## config.mk

```make
export PLATFORM = sky130hd
export DESIGN_NAME = acl_link
export DESIGN_NICKNAME = d
export VERILOG_FILES = /design/src/rtl/acl_pkg.sv /design/src/rtl/acl_link.sv /design/src/rtl/acl_pin_sync.sv /design/src/rtl/acl_bit_timer.sv
export VERILOG_INCLUDE_DIRS = /design/src /design/src/rtl
export SDC_FILE = /design/constraint.sdc
export NUM_CORES = 1
export LEC_CHECK = 0
export BUFFER_PORTS_ARGS = -buffer_cell sky130_fd_sc_hd__buf_4
export CAP_MARGIN = 15
export CORE_ASPECT_RATIO = 0.6
export CORE_MARGIN = 2
export CORE_UTILIZATION = 41
export CTS_BUF_LIST = sky130_fd_sc_hd__clkbuf_16
export DETAILED_ROUTE_END_ITERATION = 16
export GPL_ROUTABILITY_DRIVEN = 0
export SETUP_SLACK_MARGIN = 0.4
export SLEW_MARGIN = 40
export SYNTH_ARGS = -nofsm -noshare
export SYNTH_HDL_FRONTEND = slang
export SYNTH_SLANG_ARGS = --single-unit
```

## constraint.sdc

```tcl
create_clock -name ref_clk_i -period 3.4 [get_ports ref_clk_i]
set_clock_uncertainty 0.05 [all_clocks]
set_input_delay 0.34 -clock ref_clk_i [delete_from_list [all_inputs] [get_ports ref_clk_i]]
set_output_delay 0.34 -clock ref_clk_i [all_outputs]
set_load 0.05 [all_outputs]
```

## src/rtl/acl_regs.svh

```systemverilog
`ifndef ACL_REGS_SVH
`define ACL_REGS_SVH

// ----------------------------------------
// Register offsets
// ----------------------------------------
`define ACL_ADDR_CSR 8'h5F
`define ACL_ADDR_TXLO 8'h60
`define ACL_ADDR_TXHI 8'h61
`define ACL_ADDR_RXLO 8'h62
`define ACL_ADDR_RXHI 8'h63
`define ACL_ADDR_IRQ_STAT 8'h64
`define ACL_ADDR_IRQ_MASK 8'h65

// ----------------------------------------
// Control and status fields
// ----------------------------------------
`define ACL_CSR_WIRING 0
`define ACL_CSR_INVERT 1
`define ACL_CSR_DIR 2
`define ACL_CSR_GO 3
`define ACL_CSR_AUTO 4
`define ACL_CSR_RECEIVE_ERROR_FLAG 5
`define ACL_CSR_SPARE 6
`define ACL_TXHI_BITS 6
`define ACL_RXHI_BITS 2

// ----------------------------------------
// Interrupt fields
// ----------------------------------------
`define ACL_IRQ_TXDONE 0
`define ACL_IRQ_RXDONE 1
`define ACL_IRQ_RECEIVE_ERROR_FLAG 2

// ----------------------------------------
// Reset values
// ----------------------------------------
`define ACL_CSR_RESET 8'h00
`define ACL_TX_RESET 8'h00
`define ACL_RX_RESET 8'h00
`define ACL_IRQ_RESET 8'h00

// ----------------------------------------
// Timing
// ----------------------------------------
`define ACL_CLK_PERIOD_NS 10
`define ACL_BIT_TIME_NS 1000
`define ACL_BIT_CYCLES ((`ACL_BIT_TIME_NS + `ACL_CLK_PERIOD_NS - 1) / `ACL_CLK_PERIOD_NS)
`define ACL_RX_TIMEOUT_BITS 32

`endif

```

## src/rtl/acl_pkg.sv

```systemverilog
package acl_pkg;

   typedef enum logic [1:0]
   {
      ACL_IDLE = 2'b00,
      ACL_TX = 2'b01,
      ACL_RX_WAIT = 2'b10,
      ACL_RX = 2'b11
   } acl_state_t;

endpackage

```

## src/rtl/acl_link.sv

```systemverilog
// Decided for this implementation: strobed register access.
`timescale 1ns/1ns
`include "acl_regs.svh"

// Functional notes
// (RL1) Software starts a transaction by writing one to the transmit_go bit.
// (RL2) The device clears transmit_go when the transaction completes, so it reads as busy.
// (RL3) direction_select picks the next transaction: zero receive, one transmit.
// (RL4) In manual mode only software writes direction_select.
// (RL5) With automatic receive set, a receive starts by itself after each transmit.
// (RL6) In automatic receive mode the device writes direction_select to zero after the transmit.
// (RL7) The device sets receive_error_flag when receiving from a mode B antenna fails.
// (RL8) The device clears receive_error_flag at the start of the next transaction of any type.
// (RL9) output_polarity_invert set to one inverts the level driven on the transmit output.
// (RL10) wiring_select zero gives two-pin wiring, one gives one shared two-way pin.
// (RL11) Software sets general_pin_zero as an input before choosing two-pin wiring.
// (RL12) The 14-bit transmit word is split over a low byte and six bits of a high byte.
// (RL13) Software loads the transmit word before setting transmit_go.
// (RL14) The 10-bit received code is kept as a low byte and two bits of a high byte.
// (RL15) In one-pin wiring the pin is driven only while transmitting.

module acl_link #(
   parameter int BIT_CYCLES = `ACL_BIT_CYCLES,
   parameter int TIMEOUT_BITS = `ACL_RX_TIMEOUT_BITS
) (
   input wire logic ref_clk_i,
   input wire logic rst_b_i,
   input wire logic [7:0] addr_i,
   input wire logic [7:0] wdata_i,
   input wire logic wr_i,
   input wire logic rd_i,
   output logic [7:0] rdata_o,
   output logic irq_o,
   input wire logic link_i,
   output logic link_o,
   output logic link_oe_o,
   input wire logic link_rx_i
);

   // ----------------------------------------
   // State
   // ----------------------------------------
   acl_pkg::acl_state_t state;
   acl_pkg::acl_state_t next_state;
   logic wiring;
   logic invert;
   logic dir;
   logic go;
   logic auto_rx;
   logic receive_error_flag;
   logic spare;
   logic [7:0] txlo;
   logic [5:0] txhi;
   logic [7:0] rxlo;
   logic [1:0] rxhi;
   logic [2:0] irq_stat;
   logic [2:0] irq_mask;
   logic [3:0] idx;
   logic [7:0] tmo;
   logic [13:0] tx_shift;
   logic [9:0] rx_shift;
   logic [1:0] pins_sync;
   logic mid;
   logic tick;
   logic line_d;

   // ----------------------------------------
   // Pin synchronisers and bit timer
   // ----------------------------------------
   acl_pin_sync #(
      .WIDTH(2)
   ) u_sync (
      .ref_clk_i(ref_clk_i),
      .rst_b_i(rst_b_i),
      .pin_i({link_i, link_rx_i}),
      .sync_o(pins_sync)
   );

   wire restart = (next_state != state);

   acl_bit_timer #(
      .CYCLES(BIT_CYCLES)
   ) u_timer (
      .ref_clk_i(ref_clk_i),
      .rst_b_i(rst_b_i),
      .restart_i(restart),
      .mid_o(mid),
      .tick_o(tick)
   );

   // Receive line: shared pin in one-pin wiring, separate input otherwise.
   wire line = wiring ? pins_sync[1] : pins_sync[0]; // RL10
   // A start needs a rising edge, so the echo of the last sent bit still in the synchroniser is not taken for one.
   wire line_rise = line && !line_d;

   // ----------------------------------------
   // Register decode
   // ----------------------------------------
   wire wr_csr = wr_i && (addr_i == `ACL_ADDR_CSR);
   wire wr_txlo = wr_i && (addr_i == `ACL_ADDR_TXLO);
   wire wr_txhi = wr_i && (addr_i == `ACL_ADDR_TXHI);
   wire wr_rxlo = wr_i && (addr_i == `ACL_ADDR_RXLO);
   wire wr_rxhi = wr_i && (addr_i == `ACL_ADDR_RXHI);
   wire wr_stat = wr_i && (addr_i == `ACL_ADDR_IRQ_STAT);
   wire wr_mask = wr_i && (addr_i == `ACL_ADDR_IRQ_MASK);
   wire busy = (state != acl_pkg::ACL_IDLE) || go;

   wire [7:0] csr_view = {1'b0, spare, receive_error_flag, auto_rx, go, dir, invert, wiring};
   wire [7:0] rd_mux =
      (addr_i == `ACL_ADDR_CSR) ? csr_view :
      (addr_i == `ACL_ADDR_TXLO) ? txlo :
      (addr_i == `ACL_ADDR_TXHI) ? {2'b00, txhi} : // RL12
      (addr_i == `ACL_ADDR_RXLO) ? rxlo :
      (addr_i == `ACL_ADDR_RXHI) ? {6'h00, rxhi} : // RL14
      (addr_i == `ACL_ADDR_IRQ_STAT) ? {5'h00, irq_stat} :
      (addr_i == `ACL_ADDR_IRQ_MASK) ? {5'h00, irq_mask} :
      8'h00;

   // ----------------------------------------
   // Link events
   // ----------------------------------------
   wire tx_done = (state == acl_pkg::ACL_TX) && tick && (idx == 4'hE);
   wire rx_end = (state == acl_pkg::ACL_RX) && mid && (idx == 4'hB);
   wire rx_ok = rx_end && !line;
   wire start_bad = (state == acl_pkg::ACL_RX) && mid && (idx == 4'h0) && !line;
   wire timeout = (state == acl_pkg::ACL_RX_WAIT) && tick && (tmo == 8'(TIMEOUT_BITS - 1));
   wire rx_fail = (rx_end && line) || start_bad || timeout; // RL7
   wire start_txn = ((state == acl_pkg::ACL_IDLE) && go) || (tx_done && auto_rx);
   wire [2:0] events = {rx_fail, rx_ok, tx_done};

   // ----------------------------------------
   // Sequencer
   // ----------------------------------------
   always_comb
   begin
      next_state = state;
      case (state)
         acl_pkg::ACL_IDLE:
         begin
            if (go)
               next_state = dir ? acl_pkg::ACL_TX : acl_pkg::ACL_RX_WAIT; // RL3
         end
         acl_pkg::ACL_TX:
         begin
            if (tx_done)
               next_state = auto_rx ? acl_pkg::ACL_RX_WAIT : acl_pkg::ACL_IDLE; // RL5
         end
         acl_pkg::ACL_RX_WAIT:
         begin
            if (timeout)
               next_state = acl_pkg::ACL_IDLE;
            else if (line_rise)
               next_state = acl_pkg::ACL_RX;
         end
         acl_pkg::ACL_RX:
         begin
            if (rx_end || start_bad)
               next_state = acl_pkg::ACL_IDLE;
         end
         default:
            next_state = acl_pkg::ACL_IDLE;
      endcase
   end

   // Bit index: zero is the start bit, then data, then the receive stop bit.
   wire [3:0] next_idx =
      restart ? 4'h0 :
      (((state == acl_pkg::ACL_TX) && tick) || ((state == acl_pkg::ACL_RX) && mid)) ? idx + 4'h1 :
      idx;
   wire [7:0] next_tmo = restart ? 8'h00 : ((state == acl_pkg::ACL_RX_WAIT) && tick) ? tmo + 8'h01 : tmo;

   // Transmit word is loaded as the transmit starts and sent MSB first.
   wire tx_load = (state != acl_pkg::ACL_TX) && (next_state == acl_pkg::ACL_TX);
   wire [13:0] next_tx_shift =
      tx_load ? {txhi, txlo} : // RL12
      ((state == acl_pkg::ACL_TX) && tick && (idx != 4'h0)) ? {tx_shift[12:0], 1'b0} :
      tx_shift;
   wire rx_sample = (state == acl_pkg::ACL_RX) && mid && (idx != 4'h0) && (idx != 4'hB);
   wire [9:0] next_rx_shift = rx_sample ? {rx_shift[8:0], line} : rx_shift;

   // Line level before polarity: start bit high, then data, idle low.
   wire is_tx_next = (next_state == acl_pkg::ACL_TX);
   wire next_link = (is_tx_next && ((next_idx == 4'h0) || next_tx_shift[13])) ^ invert; // RL9
   wire next_oe = wiring ? is_tx_next : 1'b1; // RL15

   // ----------------------------------------
   // Control and status next values
   // ----------------------------------------
   wire next_go =
      (tx_done || rx_end || start_bad || timeout) ? 1'b0 : // RL2
      (wr_csr && !busy) ? wdata_i[`ACL_CSR_GO] : // RL1
      go;
   wire next_dir =
      (tx_done && auto_rx) ? 1'b0 : // RL6
      (wr_csr && !busy) ? wdata_i[`ACL_CSR_DIR] : // RL4
      dir;
   // A failure in the same cycle as a clear leaves the flag set.
   wire next_receive_error_flag =
      rx_fail ? 1'b1 : // RL7
      start_txn ? 1'b0 : // RL8
      wr_csr ? wdata_i[`ACL_CSR_RECEIVE_ERROR_FLAG] :
      receive_error_flag;
   wire [2:0] next_irq_stat = (irq_stat & ~(wr_stat ? wdata_i[2:0] : 3'h0)) | events;

   // ----------------------------------------
   // Registers
   // ----------------------------------------
   always_ff @(posedge ref_clk_i)
   begin
      if (!rst_b_i)
      begin
         state <= acl_pkg::ACL_IDLE;
         idx <= 4'h0;
         tmo <= 8'h00;
         tx_shift <= 14'h0000;
         rx_shift <= 10'h000;
         link_o <= 1'b0;
         link_oe_o <= 1'b1;
         line_d <= 1'b0;
      end
      else
      begin
         state <= next_state;
         idx <= next_idx;
         tmo <= next_tmo;
         tx_shift <= next_tx_shift;
         rx_shift <= next_rx_shift;
         link_o <= next_link;
         link_oe_o <= next_oe;
         line_d <= line;
      end
   end

   always_ff @(posedge ref_clk_i)
   begin
      if (!rst_b_i)
      begin
         {spare, receive_error_flag, auto_rx, go, dir, invert, wiring} <= 7'(`ACL_CSR_RESET);
      end
      else
      begin
         go <= next_go;
         dir <= next_dir;
         receive_error_flag <= next_receive_error_flag;
         if (wr_csr)
         begin
            wiring <= wdata_i[`ACL_CSR_WIRING]; // RL10
            invert <= wdata_i[`ACL_CSR_INVERT];
            auto_rx <= wdata_i[`ACL_CSR_AUTO];
            spare <= wdata_i[`ACL_CSR_SPARE];
         end
      end
   end

   always_ff @(posedge ref_clk_i)
   begin
      if (!rst_b_i)
      begin
         txlo <= `ACL_TX_RESET;
         txhi <= 6'(`ACL_TX_RESET);
      end
      else
      begin
         if (wr_txlo)
            txlo <= wdata_i;
         if (wr_txhi)
            txhi <= wdata_i[`ACL_TXHI_BITS-1:0]; // RL12
      end
   end

   always_ff @(posedge ref_clk_i)
   begin
      if (!rst_b_i)
      begin
         rxlo <= `ACL_RX_RESET;
         rxhi <= 2'(`ACL_RX_RESET);
      end
      else if (rx_ok)
      begin
         rxlo <= rx_shift[7:0]; // RL14
         rxhi <= rx_shift[9:8];
      end
      else
      begin
         if (wr_rxlo)
            rxlo <= wdata_i;
         if (wr_rxhi)
            rxhi <= wdata_i[`ACL_RXHI_BITS-1:0];
      end
   end

   always_ff @(posedge ref_clk_i)
   begin
      if (!rst_b_i)
      begin
         irq_stat <= 3'(`ACL_IRQ_RESET);
         irq_mask <= 3'(`ACL_IRQ_RESET);
         rdata_o <= 8'h00;
      end
      else
      begin
         irq_stat <= next_irq_stat;
         if (wr_mask)
            irq_mask <= wdata_i[2:0];
         if (rd_i)
            rdata_o <= rd_mux;
         else
            rdata_o <= 8'h00;
      end
   end

   assign irq_o = |(irq_stat & irq_mask);

   // ----------------------------------------
   // Assertions
   // ----------------------------------------
   a_go_clears_done: // RL2
      assert property (@(posedge ref_clk_i) disable iff (!rst_b_i)
         tx_done |=> !go)
      else $error("transmit_go still set after transmit end");

   a_auto_rx_follows: // RL5
      assert property (@(posedge ref_clk_i) disable iff (!rst_b_i)
         (tx_done && auto_rx) |=> (state == acl_pkg::ACL_RX_WAIT) && !dir)
      else $error("automatic receive did not start");

   a_tx_starts_on_go: // RL3
      assert property (@(posedge ref_clk_i) disable iff (!rst_b_i)
         ((state == acl_pkg::ACL_IDLE) && go && dir) |=> (state == acl_pkg::ACL_TX) ##1 link_o == !$past(invert))
      else $error("transmit did not begin with a start bit");

   a_receive_error_flag_sets: // RL7
      assert property (@(posedge ref_clk_i) disable iff (!rst_b_i)
         rx_fail |=> receive_error_flag && irq_stat[`ACL_IRQ_RECEIVE_ERROR_FLAG])
      else $error("receive failure not flagged");

   a_receive_error_flag_clears: // RL8
      assert property (@(posedge ref_clk_i) disable iff (!rst_b_i)
         start_txn |=> !receive_error_flag)
      else $error("receive error not cleared at transaction start");

   a_idle_polarity: // RL9
      assert property (@(posedge ref_clk_i) disable iff (!rst_b_i)
         (state == acl_pkg::ACL_IDLE) && (next_state == acl_pkg::ACL_IDLE) |=> link_o == $past(invert))
      else $error("idle level does not follow polarity");

   a_two_pin_drive: // RL10
      assert property (@(posedge ref_clk_i) disable iff (!rst_b_i)
         !wiring |=> link_oe_o)
      else $error("two-pin output not driven");

   a_one_pin_release: // RL15
      assert property (@(posedge ref_clk_i) disable iff (!rst_b_i)
         (wiring && (state == acl_pkg::ACL_RX_WAIT) && (next_state != acl_pkg::ACL_TX)) |=> !link_oe_o)
      else $error("shared pin driven while receiving");

   a_rx_code_store: // RL14
      assert property (@(posedge ref_clk_i) disable iff (!rst_b_i)
         rx_ok |=> {rxhi, rxlo} == $past(rx_shift))
      else $error("received code not stored");

   a_txhi_width: // RL12
      assert property (@(posedge ref_clk_i) disable iff (!rst_b_i)
         (wr_txhi && rd_i == 1'b0) |=> (txhi == $past(wdata_i[5:0])))
      else $error("transmit high bits not stored");

endmodule

```

## src/rtl/acl_pin_sync.sv

```systemverilog
`timescale 1ns/1ns

module acl_pin_sync #(
   parameter int WIDTH = 2
) (
   input wire logic ref_clk_i,
   input wire logic rst_b_i,
   input wire logic [WIDTH-1:0] pin_i,
   output logic [WIDTH-1:0] sync_o
);

   logic [WIDTH-1:0] stage1;

   genvar i;
   generate
      for (i = 0; i < WIDTH; i = i + 1)
      begin : g_bit
         always_ff @(posedge ref_clk_i)
         begin
            if (!rst_b_i)
            begin
               stage1[i] <= 1'b0;
               sync_o[i] <= 1'b0;
            end
            else
            begin
               stage1[i] <= pin_i[i];
               sync_o[i] <= stage1[i];
            end
         end
      end
   endgenerate

endmodule

```

## src/rtl/acl_bit_timer.sv

```systemverilog
`timescale 1ns/1ns

module acl_bit_timer #(
   parameter int CYCLES = 100
) (
   input wire logic ref_clk_i,
   input wire logic rst_b_i,
   input wire logic restart_i,
   output logic mid_o,
   output logic tick_o
);

   logic [15:0] cnt;
   logic [15:0] next_cnt;

   // Tick ends a bit period, mid marks its centre for sampling.
   assign tick_o = (cnt == 16'(CYCLES - 1));
   assign mid_o = (cnt == 16'(CYCLES / 2));
   assign next_cnt = (restart_i || tick_o) ? 16'h0000 : cnt + 16'h0001;

   always_ff @(posedge ref_clk_i)
   begin
      if (!rst_b_i)
         cnt <= 16'h0000;
      else
         cnt <= next_cnt;
   end

endmodule

```

# Word-level counts from Yosys, hierarchy flattened
# Cells that the tools add are included.
# W data, S select, Z words.
[word_totals] regBits=106 in_bits=22 output_inout_bits=11 wordCells=143
[classes] add_sub_neg=3 n_eq_ne=19 n_mux=28 bitwise_logic=7 reduce_logical=57
[op_table] cell="$eq A8 B7 Y1 const B" count=7
[op_table] cell="$mux W8" count=5
[op_table] cell="$mux W14" count=2
[op_table] cell="$logic_and A1 B1 Y1" count=26
[op_table] cell="$mux W2" count=9
[op_table] cell="$add A16 B1 Y16 const B" count=1
[op_table] cell="$eq A16 B6 Y1 const B" count=1
[op_table] cell="$eq A16 B7 Y1 const B" count=1
[op_table] cell="$mux W3" count=4
[op_table] cell="$logic_or A1 B1 Y1" count=11
[op_table] cell="$add A8 B1 Y8 const B" count=1
[op_table] cell="$eq A4 B4 Y1 const B" count=2
[op_table] cell="$eq A8 B5 Y1 const B" count=1
[op_table] cell="$logic_not A4 Y1" count=2
[op_table] cell="$mux W4" count=2
[op_table] cell="$pmux W2 S4" count=1
[op_table] cell="$reduce_bool A2 Y1" count=4
[op_table] cell="$reduce_or A2 Y1" count=4
[op_table] cell="$mux W7" count=1
[op_table] cell="$and A3 B3 Y3" count=2
[op_table] cell="$reduce_or A3 Y1" count=2
[op_table] cell="$add A4 B1 Y4 const B" count=1
[op_table] cell="$eq A2 B1 Y1 const B" count=2
[op_table] cell="$eq A2 B2 Y1 const B" count=2
[op_table] cell="other kinds (13)" count=20

# Longest topological paths before layout
[logic_depth] ltp_word=13 depth_mapped=9 depth_no_buf=8

# Cells and area by module
# A second synthesis with hierarchy kept.
[hier_totals] cells_unflattened=541 hier_area_um2=4927.2
[by_module_without_submodules] mod="acl_link" n_inst=1 cells_per_inst=446 area_each_um2=4053.9 seq_area_each_um2=1721.7
[by_module_without_submodules] mod="acl_bit_timer" n_inst=1 cells_per_inst=87 area_each_um2=768.2 seq_area_each_um2=320.3
[by_module_without_submodules] mod="acl_pin_sync" n_inst=1 cells_per_inst=8 area_each_um2=105.1 seq_area_each_um2=80.1

# Worst setup path after synthesis
# OpenSTA, ideal clock, no wires.
[synth_path] path_type="register -> register" from="register u_timer.cnt[12]" to="register tx_shift[12]" setup_time_ps=86 arrival_ps=2474 required_time_ps=3264 path_slack_ps=791 stages_incl_launch_ff=9 path_buffers=3 synth_period_minus_slack_ps=2609 path_cell_list="dfxtp_1 or4_4 or4_4 buf_6 or3_1 buf_6 buf_6 mux2i_1 a211oi_1"
[synth_via] elab_chain_cells=10 elab_cells_between_ends=20 cone_classes="3 x eq/ne; 5 x mux; 12 x reduce/logical"
[synth_rtl] element="start, declared" line="acl_bit_timer.sv:13" source="logic [15:0] cnt;"
[synth_rtl] element="start signal, assigned" line="acl_bit_timer.sv:26" source="cnt <= next_cnt;"
[synth_rtl] element="$eq A16 B6 Y1" line="acl_bit_timer.sv:18" source="assign mid_o = (cnt == 16'(CYCLES / 2));"
[synth_rtl] element="$logic_and A1 B1 Y1" line="acl_link.sv:123, acl_link.sv:125"
[synth_rtl] element="$logic_and A1 B1 Y1 (2 in series)" line="acl_link.sv:125" source="wire start_bad = (state == acl_pkg::ACL_RX) && mid && (idx == 4'h0) && !line;"
[synth_rtl] element="$logic_or A1 B1 Y1" line="acl_link.sv:157" source="if (rx_end || start_bad)"
[synth_rtl] element="$mux W2" line="acl_link.sv:157"
[synth_rtl] element="$pmux W2 S4" line="acl_link.sv:137" source="case (state)"
[synth_rtl] element="$eq A2 B1 Y1" line="acl_link.sv:173" source="wire tx_load = (state != acl_pkg::ACL_TX) && (next_state == acl_pkg::ACL_TX);"
[synth_rtl] element="$logic_and A1 B1 Y1" line="acl_link.sv:173"
[synth_rtl] element="$mux W14 or $reduce_bool A2 Y1 (tied branches)"
[synth_rtl] element="end signal, assigned" line="acl_link.sv:226" source="tx_shift <= next_tx_shift;"
[synth_rtl] element="end, declared" line="acl_link.sv:60" source="logic [13:0] tx_shift;"
# Several ways; a longest one is shown, not always the timed one.
# A chain may end at the register's enable or synchronous reset.

# Worst setup path in the final report
[layout_path] from="register u_timer.cnt[12]" to="register tx_shift[13]"
[layout_via] elab_chain_cells=10 elab_cells_between_ends=20 cone_classes="3 x eq/ne; 6 x mux; 11 x reduce/logical"
[layout_rtl] element="$eq A16 B6 Y1" line="acl_bit_timer.sv:18"
[layout_rtl] element="$logic_and A1 B1 Y1" line="acl_link.sv:123, acl_link.sv:125"
[layout_rtl] element="$logic_and A1 B1 Y1 (2 in series)" line="acl_link.sv:125"
[layout_rtl] element="$logic_or A1 B1 Y1" line="acl_link.sv:157"
[layout_rtl] element="$mux W2" line="acl_link.sv:157"
[layout_rtl] element="$pmux W2 S4" line="acl_link.sv:137"
[layout_rtl] element="$eq A2 B1 Y1" line="acl_link.sv:173"
[layout_rtl] element="$logic_and A1 B1 Y1" line="acl_link.sv:173"
[layout_rtl] element="$mux W14 (*)" line="acl_link.sv:175" source="tx_load ? {txhi, txlo} :"
# Every way passes the cells marked *; elsewhere a longest branch is shown, timed or not. The select of a mux whose other input is x is not followed.

==> metrics.md <==
| Metric | Value |
|---|---|
| Status | completed |
| Setup Viol. Count Final | 0 |
| Largest net degree at the start of global routing | 45 |
| Synth cell types | 58 |
| Gr usage total | 19.8% |
| Largest stage delay on the critical path | 610 ps |
| Yosys top cell by area | dfxtp_1 |
| Register area share after synthesis | 44.0% |
| Core Area | 11,400 sq um |
| Slew Limit Headroom | 47.4% |
| Hold_sp | link_i |
| Max Fclk | 361 MHz |
| Clock buffer count from CTS | 9 |
| Post-DR vias/cell | 5.44 |
| Post-route ant nets | 0 |
| Worst skew pair latency | 340 ps |
| Avg WL per Cell | 16.0 um |
| Die Width | 144 um |
| Synthesized area | 4820 sq um |
| Row cnt | 30 |
| Most used flip-flop cell after synthesis | dfxtp_1 |
| Max clock buf depth | 2 |
| Count leader, synth | dfxtp_1 |
| Number of remaining DRC errors | 0 |
| Routed WL | 11.7 mm |
| Share of flip-flops with an asynchronous set or reset | 0% |
| Post-synth EDFFs | 0 |
| Nets@finish | 596 |
| Max-Cap Viols | 0 |
| Fill cell count | 1,061 |
| Most instantiated cells after synthesis | dfxtp_1, nor2_1, mux2i_1, nand2_1, nand3_1 |
| Worst reg2reg path startpoint | u_timer.cnt[12]$_SDFF_PP0_ |
| Static Leak | 2.27 nW |
| Crit path time final | 2770 ps |
| Initial drt markers | 318 |
| Global-route wire length before repair | 19.4 mm |
| Setup_tns | 0 ps |
| Startpoint types | flop |
| Reg2reg setup slack | 630 ps |
| Share of post-route cells with drive strength above 1 | 12.4% |
| Slowest-stage cell, CP | or4_4 |
| Vias in the first global route | 3,682 |
| Mapped Cells | 543 |
| Cells on Worst Hold Path | 2 |
| Share of the synthesized area in the top cell type | 44.0% |
| Reg-to-Reg End | tx_shift[13]$_SDFF_PN0_ |
| Mapped Nets | 571 |
| Worst R2R Path Depth | 7 |
| CP Data Arrival Time | 2920 ps |
| Endpoint, Worst Hold | u_sync.stage1[1]$_SDFF_PN0_ |
| Fin. max-slew vios | 0 |
| Critical path class | reg2reg |
| CP Max Fanout | 15 |
| Synthesis-to-finish area growth | 14.1% |
| Area contributors post-synth | dfxtp_1, mux2i_1, nor2_1 |
| Peak VDD IR | 0.221 mV |
| Crit path top cell by count | or4_4 |
| RSZ-0062 raised after global routing | false |
| Via count | 3,990 |
| Ant. Diodes | 0 |
| Fin crit share | 81.5% |
| Slew @ Worst Pin | 788 ps |
| Number of synthesized register bits | 106 |
| Power per Cell Area | 432 nW/um^2 |
| Worst Hold Class | in2reg |
| Die area | 12,700 sq um |
| Input/output buffers | 32 |
| CTS tree | yes |
| H-tree lvl count | 3 |
| Synth Warn # | 0 |
| Crit path buf inv count | 1 |
| Grt ovf | 0 |
| Initial antenna violation count | 0 |
| I/O pin count | 33 |
| Placed cell areas | 5190 sq um |
| Clk sink count | 106 |
| Power consumption | 2.38 mW |
| Post-CTS Setup Bufs | 0 |
| Fin. Hold Viols | 0 |
| Initial Utilization | 42.4% |
| Worst Path Required | 3550 ps |
| Hold_ws | 152 ps |
| Root Driver | clkbuf_16 |
| Worst-path cell chain | or4_4 -> or4_4 -> or3_1 -> buf_4 -> mux2_4 -> nand2_2 -> a21oi_2 |
| Finished Cell Area | 5500 sq um |
| CP top delay family | simple AND/OR/NAND/NOR gates |
| Die Ht | 88.0 um |
| Clock slew at reported path FFs | 70 ps |
| Mapped Avg Cell Area | 8.89 sq um |
| Crit end category | flop |
| DR pass1 iterations | 5 |
| Hpwl dp | 8.56 mm |
[per-stage QoR]
step	std cells	setup slack, ps	util, %
floorplan	543	791	-
global placement	717	498	45.7
detailed placement	717	421	45.7
CTS	733	416	48.3
global route	733	489	48.4
finish	733	631	48.4
[kinds of logic (layout without fill, tap and decap cells)]
family	after synthesis	after routing	synth area share, %
AOI/OAI and AO/OA	78	78	10.8
adders and majority gates	6	6	1.56
and+or+nand+nor	234	234	23.8
muxes	56	56	11.8
buffers and inverters	39	69	3.71
DFF	106	106	44.0
xor gates and xnor gates	24	24	4.36
[flip-flops by register name, indices dropped and copies added, names as in the netlist, 2 cells and up]
name,count
state,2
irq_stat,3
u_timer.cnt,16
rdata_o,8
idx,4
irq_mask,3
tmo,8
txhi,6
u_sync.stage1,2
u_sync.sync_o,2
rxhi,2
rx_shift,10
rxlo,8
tx_shift,14
txlo,8
[power by group]
group,internal (mW),switching (mW)
Combinational,0.0318,0.0594
Sequential,1.25,0.00421
Clock,0.570,0.464
Total,1.85,0.527
[layout make-up]
| cell class | count | area [sq um] | share of cell area (%) |
|---|---|---|---|
| clock inverter | 7 | 67.6 | 1.23 |
| inverter | 13 | 48.8 | 0.887 |
| timing repair buffer | 40 | 300 | 5.46 |
| clock buffer | 9 | 225 | 4.09 |
| sequential | 106 | 2120 | 38.6 |
| multi-input combinational | 398 | 2540 | 46.1 |
| tap | 160 | 200 | 3.64 |
[per-layer routing]
layer	part of all wire (%)	track usage [%]	vias to the layer above
met5	0	0	-
met4	0.63	5.26	0
met3	7.5	4.21	7
met2	40	27.1	131
met1	52	30.9	1870
li1	-	-	1982
[timing repair]
| action | CTS | global route |
|---|---|---|
| resized for setup | 0 | 1 |
| endpoints found under the setup margin | 0 | 28 |
| hold buffers | 0 | 0 |
| hold endpoints to repair | 0 | 0 |
[cell usage in the layout (no fill, tap or decap), types with 7 or more instances in the layout]
| master | n |
|---|---|
| a211oi_1 | 23 |
| a21oi_1 | 28 |
| buf_4 | 40 |
| clkbuf_16 | 9 |
| dfxtp_1 | 106 |
| inv_1 | 12 |
| mux2i_1 | 52 |
| nand2_1 | 41 |
| nand3_1 | 29 |
| nand4_1 | 8 |
| nor2_1 | 87 |
| nor3_1 | 20 |
| nor4_1 | 7 |
| or3_1 | 7 |
| xnor2_1 | 11 |
| xor2_1 | 13 |
[worst max-delay path by stage]
| stage | startpoint | endpoint | slack [ps] | depth (start not counted) |
|---|---|---|---|---|
| 3_5_place_dp | u_timer.cnt[12]$_SDFF_PP0_ | u_timer.cnt[2]$_SDFF_PP0_ | 420 | 6 |
| 4_1_cts | u_timer.cnt[12]$_SDFF_PP0_ | u_timer.cnt[6]$_SDFF_PP0_ | 420 | 6 |
| 5_1_grt | u_timer.cnt[12]$_SDFF_PP0_ | u_timer.cnt[6]$_SDFF_PP0_ | 490 | 6 |
| 2_1_floorplan | u_timer.cnt[12]$_SDFF_PP0_ | tx_shift[12]$_SDFFE_PN0P_ | 790 | 8 |
| 3_3_place_gp | u_timer.cnt[12]$_SDFF_PP0_ | u_timer.cnt[5]$_SDFF_PP0_ | 500 | 6 |
| 6_report | u_timer.cnt[12]$_SDFF_PP0_ | tx_shift[13]$_SDFF_PN0_ | 630 | 7 |
Power figures use the tool's default switching activity.
